<file path="src/rtl/rst_ctrl_pkg.sv">
// Shared constants, types and register map of the reset source controller
package rst_ctrl_pkg;

    // Bus widths
    localparam int unsigned DATA_W = 32;
    localparam int unsigned ADDR_W = 8;

    // Register indices; the byte address is four times the index
    localparam logic [5:0] IDX_FLAGS = 6'h00;
    localparam logic [5:0] IDX_SWRESET = 6'h01;
    localparam logic [5:0] IDX_GUARD = 6'h02;
    localparam logic [5:0] IDX_IRQ_STATUS = 6'h03;
    localparam logic [5:0] IDX_IRQ_MASK = 6'h04;

    // Byte addresses derived from the indices
    localparam logic [ADDR_W-1:0] ADDR_FLAGS = {IDX_FLAGS, 2'b00};
    localparam logic [ADDR_W-1:0] ADDR_SWRESET = {IDX_SWRESET, 2'b00};
    localparam logic [ADDR_W-1:0] ADDR_GUARD = {IDX_GUARD, 2'b00};
    localparam logic [ADDR_W-1:0] ADDR_IRQ_STATUS = {IDX_IRQ_STATUS, 2'b00};
    localparam logic [ADDR_W-1:0] ADDR_IRQ_MASK = {IDX_IRQ_MASK, 2'b00};

    // Cause flag layout, bit 0 upward
    localparam int unsigned NUM_CAUSES = 6;
    localparam int unsigned BIT_POR = 0;
    localparam int unsigned BIT_BOD = 1;
    localparam int unsigned BIT_PIN = 2;
    localparam int unsigned BIT_WDT = 3;
    localparam int unsigned BIT_SW = 4;
    localparam int unsigned BIT_DBG = 5;
    localparam int unsigned BIT_TRIGGER = 0;

    // Values after reset
    localparam logic [NUM_CAUSES-1:0] FLAGS_RESET = 6'h01;
    localparam logic [NUM_CAUSES-1:0] IRQ_STATUS_RESET = 6'h00;
    localparam logic [NUM_CAUSES-1:0] IRQ_MASK_RESET = 6'h00;

    // Unlock key for the guard register; value is arbitrary
    localparam logic [7:0] IO_UNLOCK_KEY = 8'h5a;
    // Bus accesses allowed after key write, the protected write included
    localparam int unsigned UNLOCK_W = 3;
    localparam logic [UNLOCK_W-1:0] UNLOCK_WINDOW = 3'h4;

    // Start-up delay: (fuse value + 1) steps of this many cycles
    localparam int unsigned STARTUP_FUSE_W = 3;
    localparam int unsigned STARTUP_STEP_CYCLES = 16;
    localparam int unsigned DELAY_CNT_W = 16;

    // One bit per reset source, same layout as the flags
    typedef struct packed {
        logic dbg;
        logic sw;
        logic wdt;
        logic pin;
        logic brownout_detector;
        logic por;
    } cause_t;

    // Reset sequence, Gray coded along hold, delay, scan, run
    typedef enum logic [1:0] {
        ST_HOLD = 2'b00,
        ST_DELAY = 2'b01,
        ST_SCAN = 2'b11,
        ST_RUN = 2'b10
    } seq_state_t;

endpackage

</file>
<file path="src/rtl/sticky_bit.sv">
// One sticky flag bit where a set outranks a clear
module sticky_bit #(
    parameter logic RESET_VAL = 1'b0
) (
    input wire logic clk,
    input wire logic nrst,
    input wire logic set,
    input wire logic clr,
    output logic q
);

    // Set wins over clear in the same cycle
    always_ff @(posedge clk or negedge nrst) begin
        if (!nrst) begin
            q <= RESET_VAL;
        end else if (set) begin
            q <= 1'b1;
        end else if (clr) begin
            q <= 1'b0;
        end
    end

endmodule // sticky_bit

</file>
<file path="src/rtl/reset_source_controller.sv">
// Reset source controller: source gating, reset sequence, cause flags, APB registers
//
// Behaviour
// - Hold reset while any source is active
// - Stretch initialization by start-up fuse delay
// - Wait for memory scan when fuse asks
// - Stay fully active in every sleep mode
// - Trigger write only within four accesses after key
// - Locked trigger write changes nothing, no reset
// - Flags clear on writing one, zero keeps
// - Power-on clears all flags but power-on flag
// - Set matching cause flag, bits five to zero
// - After power-on only power-on flag set
// - No other flag before first full boot
// - Power-on flag cleared only by software
// - Unlocked one to trigger bit resets device
// - Trigger bit always reads zero
// - Software reset starts at once, full sequence
// - Reset pin counts only when fuse enables
// - User resets spare debug port, brown-out config
module reset_source_controller
    import rst_ctrl_pkg::*;
#(
    parameter int unsigned STEP_CYCLES = STARTUP_STEP_CYCLES
) (
    input wire logic CLK_SYS,
    input wire logic NRST,
    // APB slave
    input wire logic PSEL,
    input wire logic PENABLE,
    input wire logic PWRITE,
    input wire logic [ADDR_W-1:0] PADDR,
    input wire logic [DATA_W-1:0] PWDATA,
    input wire logic [3:0] PSTRB,
    output logic [DATA_W-1:0] PRDATA,
    output logic PREADY,
    output logic PSLVERR,
    // Reset sources
    input wire logic POR_ACTIVE,
    input wire logic BOD_ACTIVE,
    input wire logic RESET_PIN_N,
    input wire logic WDT_RESET_REQ,
    input wire logic DEBUG_RESET_REQ,
    // Fuses
    input wire logic PIN_RESET_EN_FUSE,
    input wire logic [STARTUP_FUSE_W-1:0] STARTUP_DELAY_FUSE,
    input wire logic STARTUP_SCAN_SELECT_FUSE,
    // Memory scan checker handshake
    input wire logic SCAN_DONE,
    output logic SCAN_START,
    // Reset outputs
    output logic CORE_RESET_N,
    output logic DEBUG_RESET_N,
    output logic BOD_CFG_RESET_N,
    output logic FUSE_RELOAD,
    output logic IRQ
);

    // Sequencer state
    seq_state_t state_reg;
    seq_state_t state_next;
    logic [DELAY_CNT_W-1:0] delay_cnt_reg; // Remaining start-up cycles
    logic [DELAY_CNT_W-1:0] delay_load; // Start-up length from fuse
    logic boot_done_reg; // First full boot since power-on finished

    // Register state
    logic [NUM_CAUSES-1:0] flags_q; // Reset cause flags
    logic [NUM_CAUSES-1:0] status_q; // Interrupt status
    logic [NUM_CAUSES-1:0] mask_reg; // Interrupt mask
    logic [UNLOCK_W-1:0] unlock_cnt_reg; // Open unlock window
    logic sw_pulse_reg; // Software reset request, one cycle

    // Bus decode
    logic acc; // Access phase
    logic done; // Transfer completes this edge
    logic hit; // Mapped address
    logic wr_low; // Completing write with low byte lane
    logic [DATA_W-1:0] rdata; // Read mux

    // Source gathering
    cause_t src; // Active sources this cycle
    logic any_src; // Any source active
    logic [NUM_CAUSES-1:0] flag_set; // Cause flag set terms
    logic [NUM_CAUSES-1:0] flag_clr; // Cause flag clear terms
    logic [NUM_CAUSES-1:0] status_set; // New cause events
    logic status_rd; // Status register read completes

    // Output flops
    logic pready_reg;
    logic pslverr_reg;
    logic [DATA_W-1:0] prdata_reg;
    logic scan_start_reg;
    logic core_reset_n_reg;
    logic debug_reset_n_reg;
    logic bod_cfg_reset_n_reg;
    logic fuse_reload_reg;
    logic irq_reg;

    // Gather sources; no sleep input exists, detection never stops
    // always active
    always_comb begin
        src.por = POR_ACTIVE;
        src.brownout_detector = BOD_ACTIVE;
        src.pin = PIN_RESET_EN_FUSE & ~RESET_PIN_N;
        src.wdt = WDT_RESET_REQ;
        src.sw = sw_pulse_reg;
        src.dbg = DEBUG_RESET_REQ;
        any_src = |src;
    end

    // Start-up length from the delay fuse
    assign delay_load = DELAY_CNT_W'((32'(STARTUP_DELAY_FUSE) + 32'd1) * STEP_CYCLES - 32'd1);

    // Next state of the reset sequence
    always_comb begin
        state_next = state_reg;
        case (state_reg)
            // Wait until every source releases
            ST_HOLD: begin
                state_next = ST_DELAY;
            end
            // Count down the start-up delay
            ST_DELAY: begin
                if (delay_cnt_reg == '0) begin
                    state_next = STARTUP_SCAN_SELECT_FUSE ? ST_SCAN : ST_RUN;
                end
            end
            // Wait for the memory scan result
            ST_SCAN: begin
                if (SCAN_DONE) begin
                    state_next = ST_RUN;
                end
            end
            // Normal operation
            ST_RUN: begin
                state_next = ST_RUN;
            end
            default: begin
                state_next = ST_HOLD;
            end
        endcase
        if (any_src) begin
            state_next = ST_HOLD;
        end
    end

    // Sequencer state register
    always_ff @(posedge CLK_SYS or negedge NRST) begin
        if (!NRST) begin
            state_reg <= ST_HOLD;
        end else begin
            state_reg <= state_next;
        end
    end

    // Start-up delay counter
    // fuse delay count
    always_ff @(posedge CLK_SYS or negedge NRST) begin
        if (!NRST) begin
            delay_cnt_reg <= '0;
        end else if (state_next == ST_DELAY && state_reg != ST_DELAY) begin
            delay_cnt_reg <= delay_load;
        end else if (state_reg == ST_DELAY && delay_cnt_reg != '0) begin
            delay_cnt_reg <= delay_cnt_reg - 1'b1;
        end
    end

    // Boot-complete marker, cleared by power-on
    // boot gate
    always_ff @(posedge CLK_SYS or negedge NRST) begin
        if (!NRST) begin
            boot_done_reg <= 1'b0;
        end else if (POR_ACTIVE) begin
            boot_done_reg <= 1'b0;
        end else if (state_reg == ST_RUN) begin
            boot_done_reg <= 1'b1;
        end
    end

    // Reset outputs, all registered
    // reset domains
    always_ff @(posedge CLK_SYS or negedge NRST) begin
        if (!NRST) begin
            core_reset_n_reg <= 1'b0;
            debug_reset_n_reg <= 1'b0;
            bod_cfg_reset_n_reg <= 1'b0;
            fuse_reload_reg <= 1'b0;
            scan_start_reg <= 1'b0;
        end else begin
            core_reset_n_reg <= (state_next == ST_RUN);
            // Debug port only falls with the supply resets
            debug_reset_n_reg <= ~(POR_ACTIVE | BOD_ACTIVE);
            // Brown-out configuration only falls with power-on
            bod_cfg_reset_n_reg <= ~POR_ACTIVE;
            // Fuses reload once every source has released
            fuse_reload_reg <= (state_reg == ST_HOLD) && (state_next == ST_DELAY);
            scan_start_reg <= (state_reg == ST_DELAY) && (state_next == ST_SCAN);
        end
    end

    // APB decode; one wait state, answer on the second access cycle
    always_comb begin
        acc = PSEL & PENABLE;
        done = acc & pready_reg;
        hit = (PADDR == ADDR_FLAGS) || (PADDR == ADDR_SWRESET) || (PADDR == ADDR_GUARD)
            || (PADDR == ADDR_IRQ_STATUS) || (PADDR == ADDR_IRQ_MASK);
        wr_low = done & PWRITE & PSTRB[0] & hit;
        status_rd = done & ~PWRITE & (PADDR == ADDR_IRQ_STATUS);
    end

    // Read mux; the trigger register has no storage behind it
    // trigger reads zero
    always_comb begin
        rdata = '0;
        case (PADDR)
            ADDR_FLAGS: rdata = {{(DATA_W-NUM_CAUSES){1'b0}}, flags_q};
            ADDR_SWRESET: rdata = '0;
            ADDR_GUARD: rdata = {{(DATA_W-UNLOCK_W){1'b0}}, unlock_cnt_reg};
            ADDR_IRQ_STATUS: rdata = {{(DATA_W-NUM_CAUSES){1'b0}}, status_q};
            ADDR_IRQ_MASK: rdata = {{(DATA_W-NUM_CAUSES){1'b0}}, mask_reg};
            default: rdata = '0;
        endcase
    end

    // Bus answer flops
    always_ff @(posedge CLK_SYS or negedge NRST) begin
        if (!NRST) begin
            pready_reg <= 1'b0;
            pslverr_reg <= 1'b0;
            prdata_reg <= '0;
        end else begin
            pready_reg <= acc & ~pready_reg;
            if (acc && !pready_reg) begin
                pslverr_reg <= ~hit;
                prdata_reg <= PWRITE ? '0 : rdata;
            end else begin
                pslverr_reg <= 1'b0;
            end
        end
    end

    // Unlock window: opened by the key, shortened by each access
    // unlock window
    always_ff @(posedge CLK_SYS or negedge NRST) begin
        if (!NRST) begin
            unlock_cnt_reg <= '0;
        end else if (wr_low && PADDR == ADDR_GUARD && PWDATA[7:0] == IO_UNLOCK_KEY) begin
            unlock_cnt_reg <= UNLOCK_WINDOW;
        end else if (wr_low && PADDR == ADDR_SWRESET) begin
            // A protected write uses up the window
            unlock_cnt_reg <= '0;
        end else if (done && unlock_cnt_reg != '0) begin
            unlock_cnt_reg <= unlock_cnt_reg - 1'b1;
        end
    end

    // Software reset request; locked writes fall through
    // locked write ignored
    always_ff @(posedge CLK_SYS or negedge NRST) begin
        if (!NRST) begin
            sw_pulse_reg <= 1'b0;
        end else begin
            sw_pulse_reg <= wr_low && (PADDR == ADDR_SWRESET) && PWDATA[BIT_TRIGGER]
                && (unlock_cnt_reg != '0);
        end
    end

    // Interrupt mask register
    always_ff @(posedge CLK_SYS or negedge NRST) begin
        if (!NRST) begin
            mask_reg <= IRQ_MASK_RESET;
        end else if (wr_low && PADDR == ADDR_IRQ_MASK) begin
            mask_reg <= PWDATA[NUM_CAUSES-1:0];
        end
    end

    // Flag set and clear terms
    // cause flags
    always_comb begin
        flag_set = src & {NUM_CAUSES{boot_done_reg & ~POR_ACTIVE}};
        flag_set[BIT_POR] = POR_ACTIVE;
        flag_clr = (wr_low && PADDR == ADDR_FLAGS) ? PWDATA[NUM_CAUSES-1:0] : '0;
        flag_clr[NUM_CAUSES-1:1] = flag_clr[NUM_CAUSES-1:1] | {(NUM_CAUSES-1){POR_ACTIVE}};
        status_set = flag_set & ~flags_q;
    end

    // Flag and interrupt status bits, set over clear
    // write one clear
    for (genvar i = 0; i < NUM_CAUSES; i++) begin : g_bits
        sticky_bit #(
            .RESET_VAL(FLAGS_RESET[i])
        ) u_flag (
            .clk(CLK_SYS),
            .nrst(NRST),
            .set(flag_set[i]),
            .clr(flag_clr[i]),
            .q(flags_q[i])
        );
        sticky_bit #(
            .RESET_VAL(IRQ_STATUS_RESET[i])
        ) u_status (
            .clk(CLK_SYS),
            .nrst(NRST),
            .set(status_set[i]),
            .clr(status_rd),
            .q(status_q[i])
        );
    end

    // Level interrupt from unmasked status
    always_ff @(posedge CLK_SYS or negedge NRST) begin
        if (!NRST) begin
            irq_reg <= 1'b0;
        end else begin
            irq_reg <= |(status_q & mask_reg);
        end
    end

    // Port drive
    assign PRDATA = prdata_reg;
    assign PREADY = pready_reg;
    assign PSLVERR = pslverr_reg;
    assign SCAN_START = scan_start_reg;
    assign CORE_RESET_N = core_reset_n_reg;
    assign DEBUG_RESET_N = debug_reset_n_reg;
    assign BOD_CFG_RESET_N = bod_cfg_reset_n_reg;
    assign FUSE_RELOAD = fuse_reload_reg;
    assign IRQ = irq_reg;
endmodule // reset_source_controller

</file>
<file path="config.mk">
export PLATFORM = sky130hd
export DESIGN_NAME = reset_source_controller
export DESIGN_NICKNAME = d
export VERILOG_FILES = /design/src/rtl/rst_ctrl_pkg.sv /design/src/rtl/sticky_bit.sv /design/src/rtl/reset_source_controller.sv
export SDC_FILE = /design/constraint.sdc
export NUM_CORES = 1
export LEC_CHECK = 0
export BUFFER_PORTS_ARGS = -buffer_cell sky130_fd_sc_hd__buf_4
export CAP_MARGIN = 20
export CORE_MARGIN = 1
export CORE_UTILIZATION = 55
export CTS_CLUSTER_DIAMETER = 50
export CTS_CLUSTER_SIZE = 20
export DETAILED_ROUTE_END_ITERATION = 12
export PLACE_DENSITY = 0.9
export SETUP_SLACK_MARGIN = 0.02
export SLEW_MARGIN = 15
export SYNTH_ARGS = -nofsm -noshare
export SYNTH_HDL_FRONTEND = slang
export SYNTH_SLANG_ARGS = --single-unit
</file>
<file path="constraint.sdc">
create_clock -name CLK_SYS -period 3.87 [get_ports CLK_SYS]
set_input_delay 0.774 -clock CLK_SYS [delete_from_list [all_inputs] [get_ports CLK_SYS]]
set_output_delay 0.774 -clock CLK_SYS [all_outputs]
set_load 0.02 [all_outputs]
</file>
### Word level (Yosys, flattened, before mapping)

Index checks and enable logic that the tools add are counted.

* bits in registers: 81
* input bits: 60
* output and inout port bits: 40

* add/sub/neg operators: 4
* equal/unequal tests: 12
* muxes and demuxes: 35
* bitwise gates (word level): 22
* reduce and logical (&&, ||, !) cells: 40

Operators with widths (count)
* $mux 16: 2
* $reduce_bool 2->1: 14
* $pmux 6 s4: 1
* $mux 1: 23
* $and 6x6->6: 3
* $eq 8x4->1 const B: 2
* $logic_not 16->1: 1
* $reduce_bool 16->1: 1
* $sub 16x1->16 const B: 1
* $logic_and 1x1->1: 13
* $mux 6: 2
* $reduce_or 6->1: 2
* $and 1x1->1: 10
* $mux 3: 3
* $sub 8x1->9 const B: 1
* $eq 2x2->1 const B: 4
* $eq 8x3->1 const B: 1
* $eq 8x5->1 const B: 1
* $eq 8x7->1 const B: 1
* $logic_not 8->1: 1
* $pmux 2 s4: 1
* $mux 2: 3
* $not 1->1: 6
* $not 6->6: 1
* other kinds (10): 15

### Logic depth before layout (Yosys ltp)

Gate-level depths: netlist of the first run.

* word-level depth: 11
* gate-level depth with buffers: 7

### Hierarchy

A second synthesis of the first run with hierarchy kept.

* cells, all modules: 326
* area total of the unflattened synthesis: 3059.2 sq um

By module, submodules not included
* reset_source_controller: instances 1, cells each 290, area each 2622.5 sq um, seq. area each 1076.0 sq um
* sticky_bit (g_bits[0].u_status ...): instances 11, cells each 3, area each 36.3 sq um, seq. area each 25.0 sq um
* sticky_bit (g_bits[0].u_flag): instances 1, cells each 3, area each 37.5 sq um, seq. area each 26.3 sq um

### Worst setup path after synthesis of the first run

No wires, ideal clock.

* kind: in2reg
* start: in PADDR[7]
* end: reg g_bits[2].u_flag.q
* library setup time: 0.121 ns
* arrival: 2.269 ns
* data required time: 3.749 ns
* slack: 1.480 ns
* stages on the path: 4
* buffers on the path: 0
* path through: or4_1 or4b_2 o211ai_1 nand2_1

* word-level cells in the longest chain between the ends: 10
* elaborated cells between the ends (all ways): 14

RTL lines
* from (decl): line reset_source_controller.sv:32 `input wire logic [ADDR_W-1:0] PADDR,`
* $eq 8x3->1 or $logic_not 8->1 (tied branches): line reset_source_controller.sv:205, reset_source_controller.sv:282
* $logic_or 1x1->1 (2 in a row): line reset_source_controller.sv:205 `hit = (PADDR == ADDR_FLAGS) || (PADDR == ADDR_SWRESET) || (PADDR == ADDR_GUARD)`
* $logic_or 1x1->1 (2 in a row): line reset_source_controller.sv:206 `|| (PADDR == ADDR_IRQ_STATUS) || (PADDR == ADDR_IRQ_MASK);`
* $and 1x1->1: line reset_source_controller.sv:207 `wr_low = done & PWRITE & PSTRB[0] & hit;`
* $logic_and 1x1->1 (*): line reset_source_controller.sv:282 `flag_clr = (wr_low && PADDR == ADDR_FLAGS) ? PWDATA[NUM_CAUSES-1:0] : '0;`
* $mux 6 (*): line reset_source_controller.sv:282
* $or 5x5->5 (*): line reset_source_controller.sv:283 `flag_clr[NUM_CAUSES-1:1] = flag_clr[NUM_CAUSES-1:1] | {(NUM_CAUSES-1){POR_ACTIVE}};`
* $reduce_bool 2->1 (no source line) (*)
* to (signal assigned): line sticky_bit.sv:15 `q <= RESET_VAL;`
* to (signal assigned): line sticky_bit.sv:17 `q <= 1'b1;`
* to (signal assigned): line sticky_bit.sv:19 `q <= 1'b0;`
* to (decl): line sticky_bit.sv:9 `output logic q`

Every way passes the cells marked *; elsewhere a longest branch is shown, timed or not.
A chain may end at the register's enable or synchronous reset.

### Worst setup path after layout of the first run

* start: reg delay_cnt_reg[0]
* end: reg state_reg[0]

* word-level cells in the longest chain between the ends: 4

RTL lines
* from (decl): line reset_source_controller.sv:62 `logic [DELAY_CNT_W-1:0] delay_cnt_reg;`
* from (signal assigned): line reset_source_controller.sv:162 `delay_cnt_reg <= delay_load;`
* from (signal assigned): line reset_source_controller.sv:164 `delay_cnt_reg <= delay_cnt_reg - 1'b1;`
* $logic_not 16->1: line reset_source_controller.sv:124 `if (delay_cnt_reg == '0) begin`
* $mux 2: line reset_source_controller.sv:124
* $pmux 2 s4: line reset_source_controller.sv:117 `case (state_reg)`
* $mux 2: line reset_source_controller.sv:142 `if (any_src) begin`
* via state_next[0]: line reset_source_controller.sv:61 `seq_state_t state_next;`
* to (signal assigned): line reset_source_controller.sv:152 `state_reg <= state_next;`
* to (decl): line reset_source_controller.sv:60 `seq_state_t state_reg;`

The timed path passes the listed nets, and every way through them passes these cells.

==> reports/qor_table.md, run 1 <==
| Group | Quantity | Reported |
| --- | --- | --- |
| floorplanning | Overall die width | 76.5 um |
| drt | WL met3 | 415 um |
| drt | Average routed wire per standard cell | 15.7 um |
| power | Portion of total power attributed to sequential cells | 55.8% |
| cts | Max clock buf depth | 2 |
| logic synthesis | Avg Cell Area, Syn | 9.65 um2 |
| placed design | Buffers added on ports | 46 |
| min path | Hold Crit Start | g_bits[2].u_flag.q |
| final layout | Most common library cell in the layout ignoring fill and taps | dfrtp_1 |
| cts | Post-CTS resize count | 0 |
| sta | Post-layout minimum cycle time | 2.54 ns |
| final layout | Finished Layout Cells | 427 |
| final layout | Proportion of layout cells with a drive suffix above 1 | 21.0% |
| power | Leakage component of the power | 1.51 nW |
| power | Share of power burned in combinational logic | 16.8% |
| sta | Tcrit/Tclk final | 65.7% |
| drt | Avg Vias per Cell | 5.92 |
| logic synthesis | Synthesis-stage register bit count | 55 |
| final layout | N_diodes | 0 |
| power | Switch share | 29.2% |
| placed design | Worst setup timing slack at the placement stage | 1.25 ns |
| setup path | Highest-delay cell along the critical path | or4_1 |
| placed design | HPWL after DPL | 4.91 mm |
| drt | Via Count | 2526 |
| placed design | DP Cell Count | 419 |
| floorplanning | IO Pins | 100 |
| power | Power Internal | 859 uW |
| sta | Number of slew-limit violations in the final report | 0 |
| logic synthesis | Post-synthesis sequential area ratio | 45.2% |
| cts | H-tree depth | 2 |
| grt | GRT overflow | 0 |
| drt | Remaining design rule violation count | 0 |
| setup path | Endpoint kind of the worst setup timing path | register |
| min path | Worst min-delay path class | register to register |
| drt | DRT Pass-1 Iters | 5 |
| cts | Clock insertion delay at the later pin of the skew report | 0.31 ns |
| logic synthesis | Synth unique cells | 52 |
| sta | Setup violators final | 0 |
| cts | Clock input transition at the sequential cells of the worst setup and hold paths | 0.10 ns |
| sta | Highest achievable clock rate | 0.394 GHz |
| drt | Total wire length after detailed routing | 6.70 mm |
| drt | Number of violations reported at the end of detailed-routing iteration 0 | 167 |
| power | Portion of total power attributed to the clock network | 27.4% |
| floorplanning | Core Region | 5240 um2 |
| grt | First-pass GRT wire length | 11.2 mm |
| logic synthesis | Post-synth EDFFs | 0 |
| logic synthesis | Fraction of synthesis flops using an asynchronous set or reset pin | 100% |
| sta | Unrepaired setup endpoints after global routing | no |
| run | Number of max-capacitance violations reported | 0 |
| grt | Number of global-route vias before repair | 2392 |
| cts | Clk root buf | clkbuf_8 |
| sta | Largest clock skew in the final design | 0.00504 ns |
| power | Final Power | 1.21 mW |
| logic synthesis | Synthesized netlist cell count | 316 |
| setup path | Delay of the slowest critical-path stage | 0.64 ns |
| power | Worst vdd ir | 293 uV |
| setup path | Cells along the critical path | inv_1, ha_1, or3b_1, or4_1, or4_4, and3b_1 |
| drt | Metal2 WL | 3.49 mm |
| floorplanning | Starting density of the core | 58.2% |
| placed design | Placed cell area | 3340 um2 |
| placed design | Final estimated routing congestion in global placement | 0.842 |
| sta | Transition at the pin with the smallest max-transition slack | 0.757 ns |
| cts | Hold bufs inserted after CTS | 0 |
| sta | Worst slew slack as a fraction of its limit | 49.1% |
| final layout | Commonest cells after routing, fill and taps aside | dfrtp_1 (54), buf_4 (48), conb_1 (26), nand2_1 (24), nor2_1 (18) |
| logic synthesis | Post-Synthesis Cell Area | 3050 um2 |
| setup path | Critical Path AT | 2.74 ns |
| final layout | Flip-flop count of the largest register, all copies and words added | 16 |
| final layout | Net count of the finished layout | 421 |
| cts | CTS Buf Count | 5 |
| setup path | Maximum net fanout on the critical path | 7 |
| power | Cell Pwr Density | 353 nW/um2 |
| cts | Number of sinks driven by the clock tree | 55 |
| drt | Met1 routed wirelength after detailed routing | 2.70 mm |
| floorplanning | Vertical die dimension | 76.5 um |
| run status | Result of the run | complete, no violations |
| grt | Pin count of the biggest net entering global routing | 56 |
| setup path | Crit path kind | register to register |
| drt | Uppermost metal layer occupied by signal nets | met4 |
| setup path | Critical Path Source Type | register |
| logic synthesis | Synth Flop Type | dfrtp_1 |
| power | Psw | 354 uW |
| final layout | Summed area of non-filler cells in the final layout | 3440 um2 |
| sta | Total count of hold-check failures in the final report | 0 |
| sta | Setup slack of the critical path after layout | 1.33 ns |
| floorplanning | Die Footprint | 5850 um2 |
| setup path | Worst setup path startpoint | delay_cnt_reg[0] |
| final layout | Fin util | 65.7% |
| cts | Setup Buffers After CTS | 0 |
| logic synthesis | Number of warnings reported in the yosys synthesis log | 0 |
| setup path | Beginning of the worst register-to-register path | delay_cnt_reg[0] |
| sta | Worst Hold Margin | 0.479 ns |
| grt | Antenna violations before repair | 0 |
| setup path | Required time of the critical path | 4.07 ns |
| final layout | Synthesis-to-finish area growth | 12.8% |
| floorplanning | Standard-cell rows | 26 |
| cts | Clock tree from TritonCTS | yes |
| drt | Final antenna-violating net count | 0 |
| grt | Overall routing resource usage | 23.8% |
| sta | Final total negative setup slack | 0 ns |
-- area by class of cell --
class | instances | area [um2]
fillers | 420 | 1800
inverters | 14 | 52.6
clock inverters | 2 | 16.3
well taps | 70 | 87.6
multi-input cells | 232 | 1460
repair buffers | 48 | 360
clock buffers | 6 | 82.6
flip-flops and latches | 55 | 1380
-- worst paths after layout --
kind                                         to  slack [ns]  depth (start not counted)
hold reg to reg            g_bits[2].u_status.q        0.48                          1
setup / recovery                   state_reg[0]        1.33                          6
setup reg to reg                   state_reg[0]        1.33                          6
min in group asynchronous                PREADY        0.49                          1
hold / removal             g_bits[2].u_status.q        0.48                          1
max in group asynchronous     delay_cnt_reg[10]        2.91                          1
-- worst max-delay path: cells and delay by family (launching register included) --
kind	cells	cell delay, ns
and+or+nand+nor	4	1.76
DFF	1	0.42
adders and majority gates	1	0.17
buffers and inverters	1	0.09
-- cells in the mapped netlist, types with 6 or more instances --
cell type  instances  share of area [%]
o21ai_0           15                2.5
nor2_1            18                2.2
clkbuf_1          11                1.4
a22oi_1            9                2.2
inv_1             13                1.6
or4_1              8                2.0
a2bb2oi_1          6                1.7
a21oi_1           14                2.3
nand2_1           24                3.0
mux2_2             9                3.3
buf_4             26                6.4
a31oi_1           10                2.1
nand2b_1           6                1.2
dfrtp_1           54                 44
nor4_1             6                1.2
-- power groups by stage --
stage | clock [mW] | combinational (mW) | sequential [mW]
4_1_cts | 0.336 | 0.205 | 0.676
3_5_place_dp | 0 | 0.204 | 0.686
3_3_place_gp | 0 | 0.195 | 0.682
2_1_floorplan | 0 | 0.155 | 0.675
6_report | 0.332 | 0.204 | 0.677
5_1_grt | 0.362 | 0.229 | 0.685
-- cell families after synthesis --
logic type | Yosys count | synth area share [%]
adders and majority gates | 5 | 2.05
other | 1 | 0.123
AOI/OAI and AO/OA | 82 | 18.5
muxes | 12 | 4.31
DFF | 55 | 45.2
buffers and inverters | 54 | 9.93
xor gates and xnor gates | 2 | 0.574
and+or+nand+nor | 105 | 19.4
-- layer usage --
| layer | vias up | track usage [%] |
|---|---|---|
| met5 | - | 0 |
| met4 | 0 | 7.12 |
| met3 | 11 | 4.67 |
| met2 | 119 | 41.6 |
| met1 | 1198 | 29.5 |
| li1 | 1198 | - |
(Power assumes the default switching activity.)
==> inputs of run 2 (changes only) <==
--- a/config.mk
+++ b/config.mk
@@ -5,14 +5,15 @@
 export SDC_FILE = /design/constraint.sdc
 export NUM_CORES = 1
 export LEC_CHECK = 0
+export ABC_AREA = 1
 export BUFFER_PORTS_ARGS = -buffer_cell sky130_fd_sc_hd__buf_4
 export CAP_MARGIN = 20
 export CORE_MARGIN = 1
-export CORE_UTILIZATION = 55
+export CORE_UTILIZATION = 52
 export CTS_CLUSTER_DIAMETER = 50
 export CTS_CLUSTER_SIZE = 20
 export DETAILED_ROUTE_END_ITERATION = 12
-export PLACE_DENSITY = 0.9
+export PLACE_DENSITY = 0.85
 export SETUP_SLACK_MARGIN = 0.02
 export SLEW_MARGIN = 15
 export SYNTH_ARGS = -nofsm -noshare
==> constraint.sdc (replaced) <==
create_clock -name CLK_SYS -period 2.4 [get_ports CLK_SYS]
set_input_delay 0.48 -clock CLK_SYS [delete_from_list [all_inputs] [get_ports CLK_SYS]]
set_output_delay 0.48 -clock CLK_SYS [all_outputs]
set_load 0.02 [all_outputs]
==> reports/qor_table.md, run 2 <==
| Group | Quantity | Reported | Delta |
| --- | --- | --- | --- |
| final layout | Synthesis-to-finish area growth | 12.8% | about the same |
| logic synthesis | Synthesis-stage register bit count | 55 | unchanged |
| final layout | Proportion of layout cells with a drive suffix above 1 | 18.3% | -2.7 points |
| placed design | HPWL after DPL | 5.22 mm | +6.4% |
| grt | GRT overflow | 0 | unchanged |
| drt | Total wire length after detailed routing | 7.04 mm | +5.0% |
| final layout | Commonest cells after routing, fill and taps aside | nand2_1 (127), dfrtp_1 (54), inv_1 (50), buf_4 (49), nor2_1 (39) |  |
| final layout | Flip-flop count of the largest register, all copies and words added | 16 | unchanged |
| cts | Number of sinks driven by the clock tree | 55 | unchanged |
| cts | Post-CTS resize count | 0 | unchanged |
| setup path | Crit path kind | register to register |  |
| run | Number of max-capacitance violations reported | 0 | unchanged |
| setup path | FF-to-FF End | delay_cnt_reg[14] |  |
| sta | Post-layout minimum cycle time | 1.97 ns | -0.570 ns |
| drt | Number of violations reported at the end of detailed-routing iteration 0 | 275 | +65% |
| cts | Clock insertion delay at the later pin of the skew report | 0.32 ns | about the same |
| floorplanning | Die Footprint | 6680 um2 | +14% |
| placed design | Worst setup timing slack at the placement stage | 0.397 ns | -0.849 ns |
| sta | Transition at the pin with the smallest max-transition slack | 0.689 ns | -0.0678 ns |
| cts | CTS Buf Count | 5 | unchanged |
| grt | Number of global-route vias before repair | 2665 | +11% |
| logic synthesis | Post-synth EDFFs | 0 | unchanged |
| sta | Tcrit/Tclk final | 82.1% | +16 points |
| cts | Clock input transition at the sequential cells of the worst setup and hold paths | 0.11 ns | about the same |
| placed design | Final estimated routing congestion in global placement | 0.872 | +3.6% |
| setup path | Critical Path Source Type | register |  |
| drt | Final antenna-violating net count | 0 | unchanged |
| sta | Total count of hold-check failures in the final report | 0 | unchanged |
| setup path | Setup slack on the worst flop-to-flop path | 0.43 ns | -0.90 ns |
| setup path | Required time of the critical path | 2.66 ns | -1.41 ns |
| final layout | Most common library cell in the layout ignoring fill and taps | nand2_1 |  |
| run status | Result of the run | complete, no violations |  |
| setup path | Critical Path AT | 2.23 ns | -0.51 ns |
| floorplanning | Standard-cell rows | 28 | +7.7% |
| sta | Number of slew-limit violations in the final report | 0 | unchanged |
| power | Leakage component of the power | 2.06 nW | +36% |
| drt | Via Count | 2862 | +13% |
| logic synthesis | Post-synthesis sequential area ratio | 41.7% | -3.5 points |
| cts | H-tree depth | 2 | unchanged |
| logic synthesis | Avg Cell Area, Syn | 7.74 um2 | -20% |
| drt | Avg Vias per Cell | 5.16 | -13% |
| logic synthesis | Top cells by area, synth | dfrtp_1 (41%), nand2_1 (14%), buf_4 (5.9%) |  |
| floorplanning | IO Pins | 100 | unchanged |
| sta | Unrepaired setup endpoints after global routing | no |  |
| cts | Setup Buffers After CTS | 0 | unchanged |
| setup path | Beginning of the worst register-to-register path | delay_cnt_reg[0] |  |
| sta | Highest achievable clock rate | 0.507 GHz | +29% |
| logic synthesis | Synth Flop Type | dfrtp_1 |  |
| sta | Setup violators final | 0 | unchanged |
| logic synthesis | Top cell type's share of synthesized area | 40.9% | -3.4 points |
| logic synthesis | Dominant cell type by area after synthesis | dfrtp_1 |  |
| sta | Worst slew slack as a fraction of its limit | 54.1% | +5.0 points |
| cts | Clk root buf | clkbuf_8 |  |
| sta | Final total negative setup slack | 0 ns | unchanged |
| logic synthesis | Most frequently used cell type in the post-synthesis netlist | nand2_1 |  |
| setup path | Path depth of the worst reg2reg path | 12 | +6 |
| logic synthesis | Fraction of synthesis flops using an asynchronous set or reset pin | 100% | unchanged |
| cts | Clock tree from TritonCTS | yes |  |
| drt | Remaining design rule violation count | 0 | unchanged |
| floorplanning | Core Region | 6030 um2 | +15% |
| cts | Max clock buf depth | 2 | unchanged |
| logic synthesis | Number of warnings reported in the yosys synthesis log | 0 | unchanged |
| drt | DRT Pass-1 Iters | 5 | unchanged |
| logic synthesis | Synthesized netlist cell count | 427 | +35% |
| min path | Worst min-delay path class | input port to async pin |  |
| cts | Hold bufs inserted after CTS | 0 | unchanged |
| setup path | Maximum net fanout on the critical path | 19 | +12 |
| logic synthesis | Most used standard cells in the synthesized netlist | nand2_1 (127), dfrtp_1 (54), inv_1 (50) |  |
| sta | Setup slack of the critical path after layout | 0.429 ns | -0.900 ns |
| floorplanning | Starting density of the core | 54.9% | -3.4 points |
| power | Worst vdd ir | 425 uV | +45% |
| sta | Largest clock skew in the final design | 0.0102 ns | +0.00514 ns |
| grt | Antenna violations before repair | 0 | unchanged |
| setup path | Endpoint kind of the worst setup timing path | register |  |
| final layout | N_diodes | 0 | unchanged |
| grt | Pin count of the biggest net entering global routing | 56 | unchanged |
| placed design | Buffers added on ports | 46 | unchanged |
| drt | Average routed wire per standard cell | 12.7 um | -19% |
| grt | First-pass GRT wire length | 11.7 mm | +4.7% |
| final layout | Fillcell total | 520 | +24% |
| floorplanning | Overall die width | 81.7 um | +6.9% |
| floorplanning | Vertical die dimension | 81.7 um | +6.9% |
| logic synthesis | Synth unique cells | 41 | -21% |
| power | Cell Pwr Density | 510 nW/um2 | +45% |
| logic synthesis | Post-Synthesis Cell Area | 3310 um2 | +8.4% |
| grt | Overall routing resource usage | 22.9% | -0.88 points |
| final layout | Net count of the finished layout | 544 | +29% |
-- run 2: changes by cell type after synthesis, sizes merged, moves of 8 or more --
| cell | previous run | this run |
|---|---|---|
| a21oi | 14 | 4 |
| a22oi | 9 | 0 |
| a31oi | 10 | 0 |
| clkbuf | 11 | 0 |
| inv | 13 | 53 |
| nand2 | 24 | 137 |
| nand3 | 5 | 17 |
| nor2 | 18 | 49 |
| o22ai | 0 | 8 |
| or4 | 10 | 0 |
-- run 2: worst max-delay path, stage by stage (launching register included) --
cell and delay, ns:
dfrtp_1 0.39, inv_1 0.16, ha_1 0.21, nand2_1 0.07
nor2_2 0.11, nand2_2 0.09, nand2_2 0.09, nand2_4 0.08
nand3_4 0.21, nand2_4 0.18, inv_2 0.19, nand2_1 0.07
nand2_1 0.07
-- run 2: logic make-up (layout without fill, tap and decap cells) --
| family | after synthesis | count (layout) | synth area share (%) |
|---|---|---|---|
| simple gates | 229 | 229 | 31.6 |
| buf+inv | 82 | 110 | 12.9 |
| xor+xnor | 14 | 14 | 3.71 |
| compound gates | 39 | 39 | 7.34 |
| other cells | 1 | 26 | 0.113 |
| flops | 55 | 55 | 41.7 |
| fa+ha+maj | 5 | 5 | 1.89 |
| mux | 2 | 2 | 0.681 |
-- run 2: how the worst max path moves through the flow --
stage	start	to	slack, ns	cells after the start
floorplan	PREADY	mask_reg[3]	0.78	5
global placement	POR_ACTIVE	delay_cnt_reg[7]	0.42	12
detailed placement	POR_ACTIVE	delay_cnt_reg[14]	0.40	12
CTS	delay_cnt_reg[0]	delay_cnt_reg[14]	0.43	12
global route	delay_cnt_reg[0]	delay_cnt_reg[13]	0.22	12
finish	delay_cnt_reg[0]	delay_cnt_reg[14]	0.43	12
-- run 2: metrics by stage --
step                area [um2]  hold slack, ns  util (%)  total power, mW  instances
finish                    3730           0.189      61.9             1.90        555
detailed placement        3630           0.468      60.3             1.38        547
global route              3730           0.236      61.9             2.00        555
global placement          3630           0.459      60.3             1.37        547
CTS                       3730           0.220      61.9             1.91        555
floorplan                 3400           0.184         -             1.29        452
-- run 2: power by group --
| part | internal [mW] | switching, mW | leakage [nW] | total (mW) |
|---|---|---|---|---|
| logic | 0.129 | 0.221 | 1.33 | 0.350 |
| registers | 0.971 | 0.0470 | 0.679 | 1.02 |
| clock network | 0.210 | 0.326 | 0.0443 | 0.535 |
-- run 2: routing by layer --
layer	GRT usage (%)	vias to the layer above	wire, um
met2	39.3	111	3460
met4	7.89	0	108
met5	0	-	0
met3	4.11	8	473
met1	28.8	1334	3000
li1	-	1409	-
-- run 2: layout make-up --
type | instances | area (um2) | share of cell area (%)
Timing Repair Buffer | 49 | 368 | 9.87
Clock buffer | 5 | 68.8 | 1.85
Inverter | 53 | 201 | 5.40
Clock inverter | 3 | 25.0 | 0.671
Tap cell | 75 | 93.8 | 2.52
Multi-Input combinational cell | 315 | 1590 | 42.8
Sequential cell | 55 | 1380 | 36.9
==> inputs of run 3 (changes only) <==
--- a/config.mk
+++ b/config.mk
@@ -5,15 +5,15 @@
 export SDC_FILE = /design/constraint.sdc
 export NUM_CORES = 1
 export LEC_CHECK = 0
-export ABC_AREA = 1
+export ABC_AREA = 0
 export BUFFER_PORTS_ARGS = -buffer_cell sky130_fd_sc_hd__buf_4
 export CAP_MARGIN = 20
 export CORE_MARGIN = 1
-export CORE_UTILIZATION = 52
+export CORE_UTILIZATION = 46
 export CTS_CLUSTER_DIAMETER = 50
 export CTS_CLUSTER_SIZE = 20
 export DETAILED_ROUTE_END_ITERATION = 12
-export PLACE_DENSITY = 0.85
+export PLACE_DENSITY = 0.81
 export SETUP_SLACK_MARGIN = 0.02
 export SLEW_MARGIN = 15
 export SYNTH_ARGS = -nofsm -noshare
==> constraint.sdc (replaced) <==
create_clock -name CLK_SYS -period 1.74 [get_ports CLK_SYS]
set_input_delay 0.348 -clock CLK_SYS [delete_from_list [all_inputs] [get_ports CLK_SYS]]
set_output_delay 0.348 -clock CLK_SYS [all_outputs]
set_load 0.02 [all_outputs]
==> reports/qor_table.md, run 3 (synthesis results as in run 1) <==
| Group | Quantity | Reported | Delta |
| --- | --- | --- | --- |
| run status | Result of the run | finished, violations left |  |
| run status | Violations in the final reports | negative setup slack |  |
| final layout | N_diodes | 0 | unchanged |
| grt | First-pass GRT wire length | 12.7 mm | +8.3% |
| drt | Number of violations reported at the end of detailed-routing iteration 0 | 197 | -28% |
| power | Cell Pwr Density | 768 nW/um2 | +51% |
| setup path | Highest-delay cell along the critical path | or4_4 |  |
| power | Share of power burned in combinational logic | 27.1% | +8.7 points |
| final layout | Proportion of layout cells with a drive suffix above 1 | 36.7% | +18 points |
| cts | Hold bufs inserted after CTS | 0 | unchanged |
| floorplanning | Die Footprint | 6960 um2 | +4.2% |
| floorplanning | Vertical die dimension | 83.4 um | +2.1% |
| setup path | Critical Path AT | 2.47 ns | +0.24 ns |
| sta | Largest clock skew in the final design | 0.00940 ns | -0.000779 ns |
| run | Number of max-capacitance violations reported | 0 | unchanged |
| setup path | Cells along the critical path | inv_2, ha_4, or3b_4, or4_4, or4_4, and3b_1 |  |
| floorplanning | Standard-cell rows | 29 | +3.6% |
| floorplanning | Overall die width | 83.4 um | +2.1% |
| sta | Final total negative setup slack | -6.05 ns | -6.05 ns |
| sta | Worst Hold Margin | 0.0511 ns | -0.138 ns |
| placed design | Placed cell area | 3680 um2 | +1.3% |
| power | Switch share | 31.5% | +0.32 points |
| drt | Average routed wire per standard cell | 16.0 um | +26% |
| setup path | Crit path kind | register to register |  |
| sta | Post-layout minimum cycle time | 2.25 ns | +0.281 ns |
| drt | Total wire length after detailed routing | 7.75 mm | +10% |
| grt | GRT overflow | 0 | unchanged |
| floorplanning | Core Region | 6390 um2 | +6.0% |
| placed design | DP Cell Count | 465 | -15% |
| grt | Antenna violations before repair | 0 | unchanged |
| final layout | Finished Layout Cells | 483 | -13% |
| cts | Max clock buf depth | 2 | unchanged |
| power | Worst vdd ir | 515 uV | +21% |
| sta | Setup slack of the critical path after layout | -0.512 ns | -0.941 ns |
| grt | Pin count of the biggest net entering global routing | 56 | unchanged |
| sta | Tcrit/Tclk final | 129% | +47 points |
| cts | CTS Buf Count | 5 | unchanged |
| min path | Worst min-delay path class | input port to async pin |  |
| grt | Overall routing resource usage | 22.5% | -0.37 points |
| placed design | Buffers added on ports | 46 | unchanged |
| final layout | Synthesis-to-finish area growth | 30.6% |  |
| final layout | Most common library cell in the layout ignoring fill and taps | buf_4 |  |
| sta | Setup violators final | 20 | +20 |
| cts | H-tree depth | 2 | unchanged |
| power | Power Internal | 2.10 mW | +60% |
| final layout | Fin util | 62.4% | +0.49 points |
| cts | Clk root buf | clkbuf_8 |  |
| final layout | Fillcell total | 507 | -2.5% |
| placed design | HPWL after DPL | 5.44 mm | +4.1% |
| cts | Clock input transition at the sequential cells of the worst setup and hold paths | 0.11 ns | about the same |
| setup path | Delay of the slowest critical-path stage | 0.49 ns | +0.10 ns |
| sta | Number of slew-limit violations in the final report | 0 | unchanged |
| cts | Number of sinks driven by the clock tree | 55 | unchanged |
| setup path | Most Frequent Cell on Critical Path | or4_4 |  |
| floorplanning | IO Pins | 100 | unchanged |
| cts | Clock tree from TritonCTS | yes |  |
| setup path | Maximum net fanout on the critical path | 2 | -17 |
| grt | Grt met1 use | 26.3% | -2.5 points |
| final layout | Commonest cells after routing, fill and taps aside | buf_4 (92), dfrtp_1 (54), conb_1 (26), nand2_1 (22), nor2_1 (17) |  |
| sta | Worst slew slack as a fraction of its limit | 53.7% | -0.36 points |
| grt | Number of global-route vias before repair | 2758 | +3.5% |
| final layout | Summed area of non-filler cells in the final layout | 3980 um2 | +6.8% |
| power | Portion of total power attributed to the clock network | 25.2% | -2.9 points |
| power | Final Power | 3.06 mW | +61% |
| grt | Global routing usage on met3 | 4.57% | +0.46 points |
| placed design | Final estimated routing congestion in global placement | 0.859 | -1.5% |
| drt | Remaining design rule violation count | 0 | unchanged |
| power | Leakage component of the power | 1.80 nW | -13% |
| power | Portion of total power attributed to sequential cells | 47.7% | -5.8 points |
| setup path | Endpoint kind of the worst setup timing path | register |  |
| sta | Highest achievable clock rate | 0.444 GHz | -12% |
| grt | Global Route met2 Usage | 41.3% | +2.0 points |
| drt | DRT Pass-1 Iters | 4 | -1 |
| placed design | Worst setup timing slack at the placement stage | -0.518 ns | -0.915 ns |
| sta | Transition at the pin with the smallest max-transition slack | 0.694 ns | +0.00535 ns |
| grt | Busiest metal layer after global routing | met2 |  |
| setup path | Required time of the critical path | 1.96 ns | -0.70 ns |
| sta | Total count of hold-check failures in the final report | 0 | unchanged |
| drt | Avg Vias per Cell | 5.72 | +11% |
| final layout | Flip-flop count of the largest register, all copies and words added | 16 | unchanged |
| drt | Final antenna-violating net count | 0 | unchanged |
| drt | Via Count | 2763 | -3.5% |
| floorplanning | Starting density of the core | 47.8% | -7.1 points |
| final layout | Net count of the finished layout | 470 | -14% |
| power | Psw | 965 uW | +62% |
| setup path | Critical Path Source Type | register |  |
| cts | Clock insertion delay at the later pin of the skew report | 0.32 ns | about the same |
| sta | Unrepaired setup endpoints after global routing | yes |  |
==> run 3: layout make-up <==
cell class,instances,area (um2),share of cell area (%)
multi-input cells,232,1610,40.5
flip-flops and latches,55,1380,34.6
repair buffers,97,747,18.8
well taps,77,96.3,2.42
clock buffers,5,68.8,1.73
inverters,14,52.6,1.32
clock inverters,3,27.5,0.691
==> run 3: critical path: cells and delay by family (launching register included) <==
| kind | cells | cell delay (ns) |
|---|---|---|
| flops | 1 | 0.41 |
| simple gates | 4 | 1.50 |
| fa+ha+maj | 1 | 0.13 |
| buf+inv | 1 | 0.10 |
==> run 3: path summary, 6_finish.rpt <==
check,slack [ns],depth (start not counted),endpoint,from
max,-0.51,6,state_reg[0],delay_cnt_reg[0]
min,0.05,1,PREADY,NRST
max reg2reg,-0.51,6,state_reg[0],delay_cnt_reg[0]
min reg2reg,0.48,1,g_bits[2].u_status.q,g_bits[2].u_flag.q
max in group asynchronous,1.22,1,DEBUG_RESET_N,NRST
min in group CLK_SYS,0.21,2,DEBUG_RESET_N,POR_ACTIVE
==> run 3: power by group through the flow <==
stage          logic [mW]  registers, mW  clock network, mW
2_1_floorplan       0.353           1.51                  0
3_3_place_gp        0.682           1.47                  0
3_5_place_dp        0.708           1.48                  0
4_1_cts             0.767           1.45              0.782
5_1_grt             0.900           1.47              0.837
6_report            0.831           1.46              0.771
==> run 3: repair_timing <==
action,in CTS,in global routing
endpoints found under the setup margin,20,20
gates resized for setup,16,19
buffers inserted,6,4
endpoints found under the hold margin,0,0
gates cloned,1,0
pin swaps,11,20
==> run 3: routing by layer <==
metal | up-vias | share of wire, %
met5 | - | 0
met4 | 0 | 0.74
met3 | 5 | 4.8
met2 | 87 | 55
met1 | 1380 | 39
li1 | 1291 | -
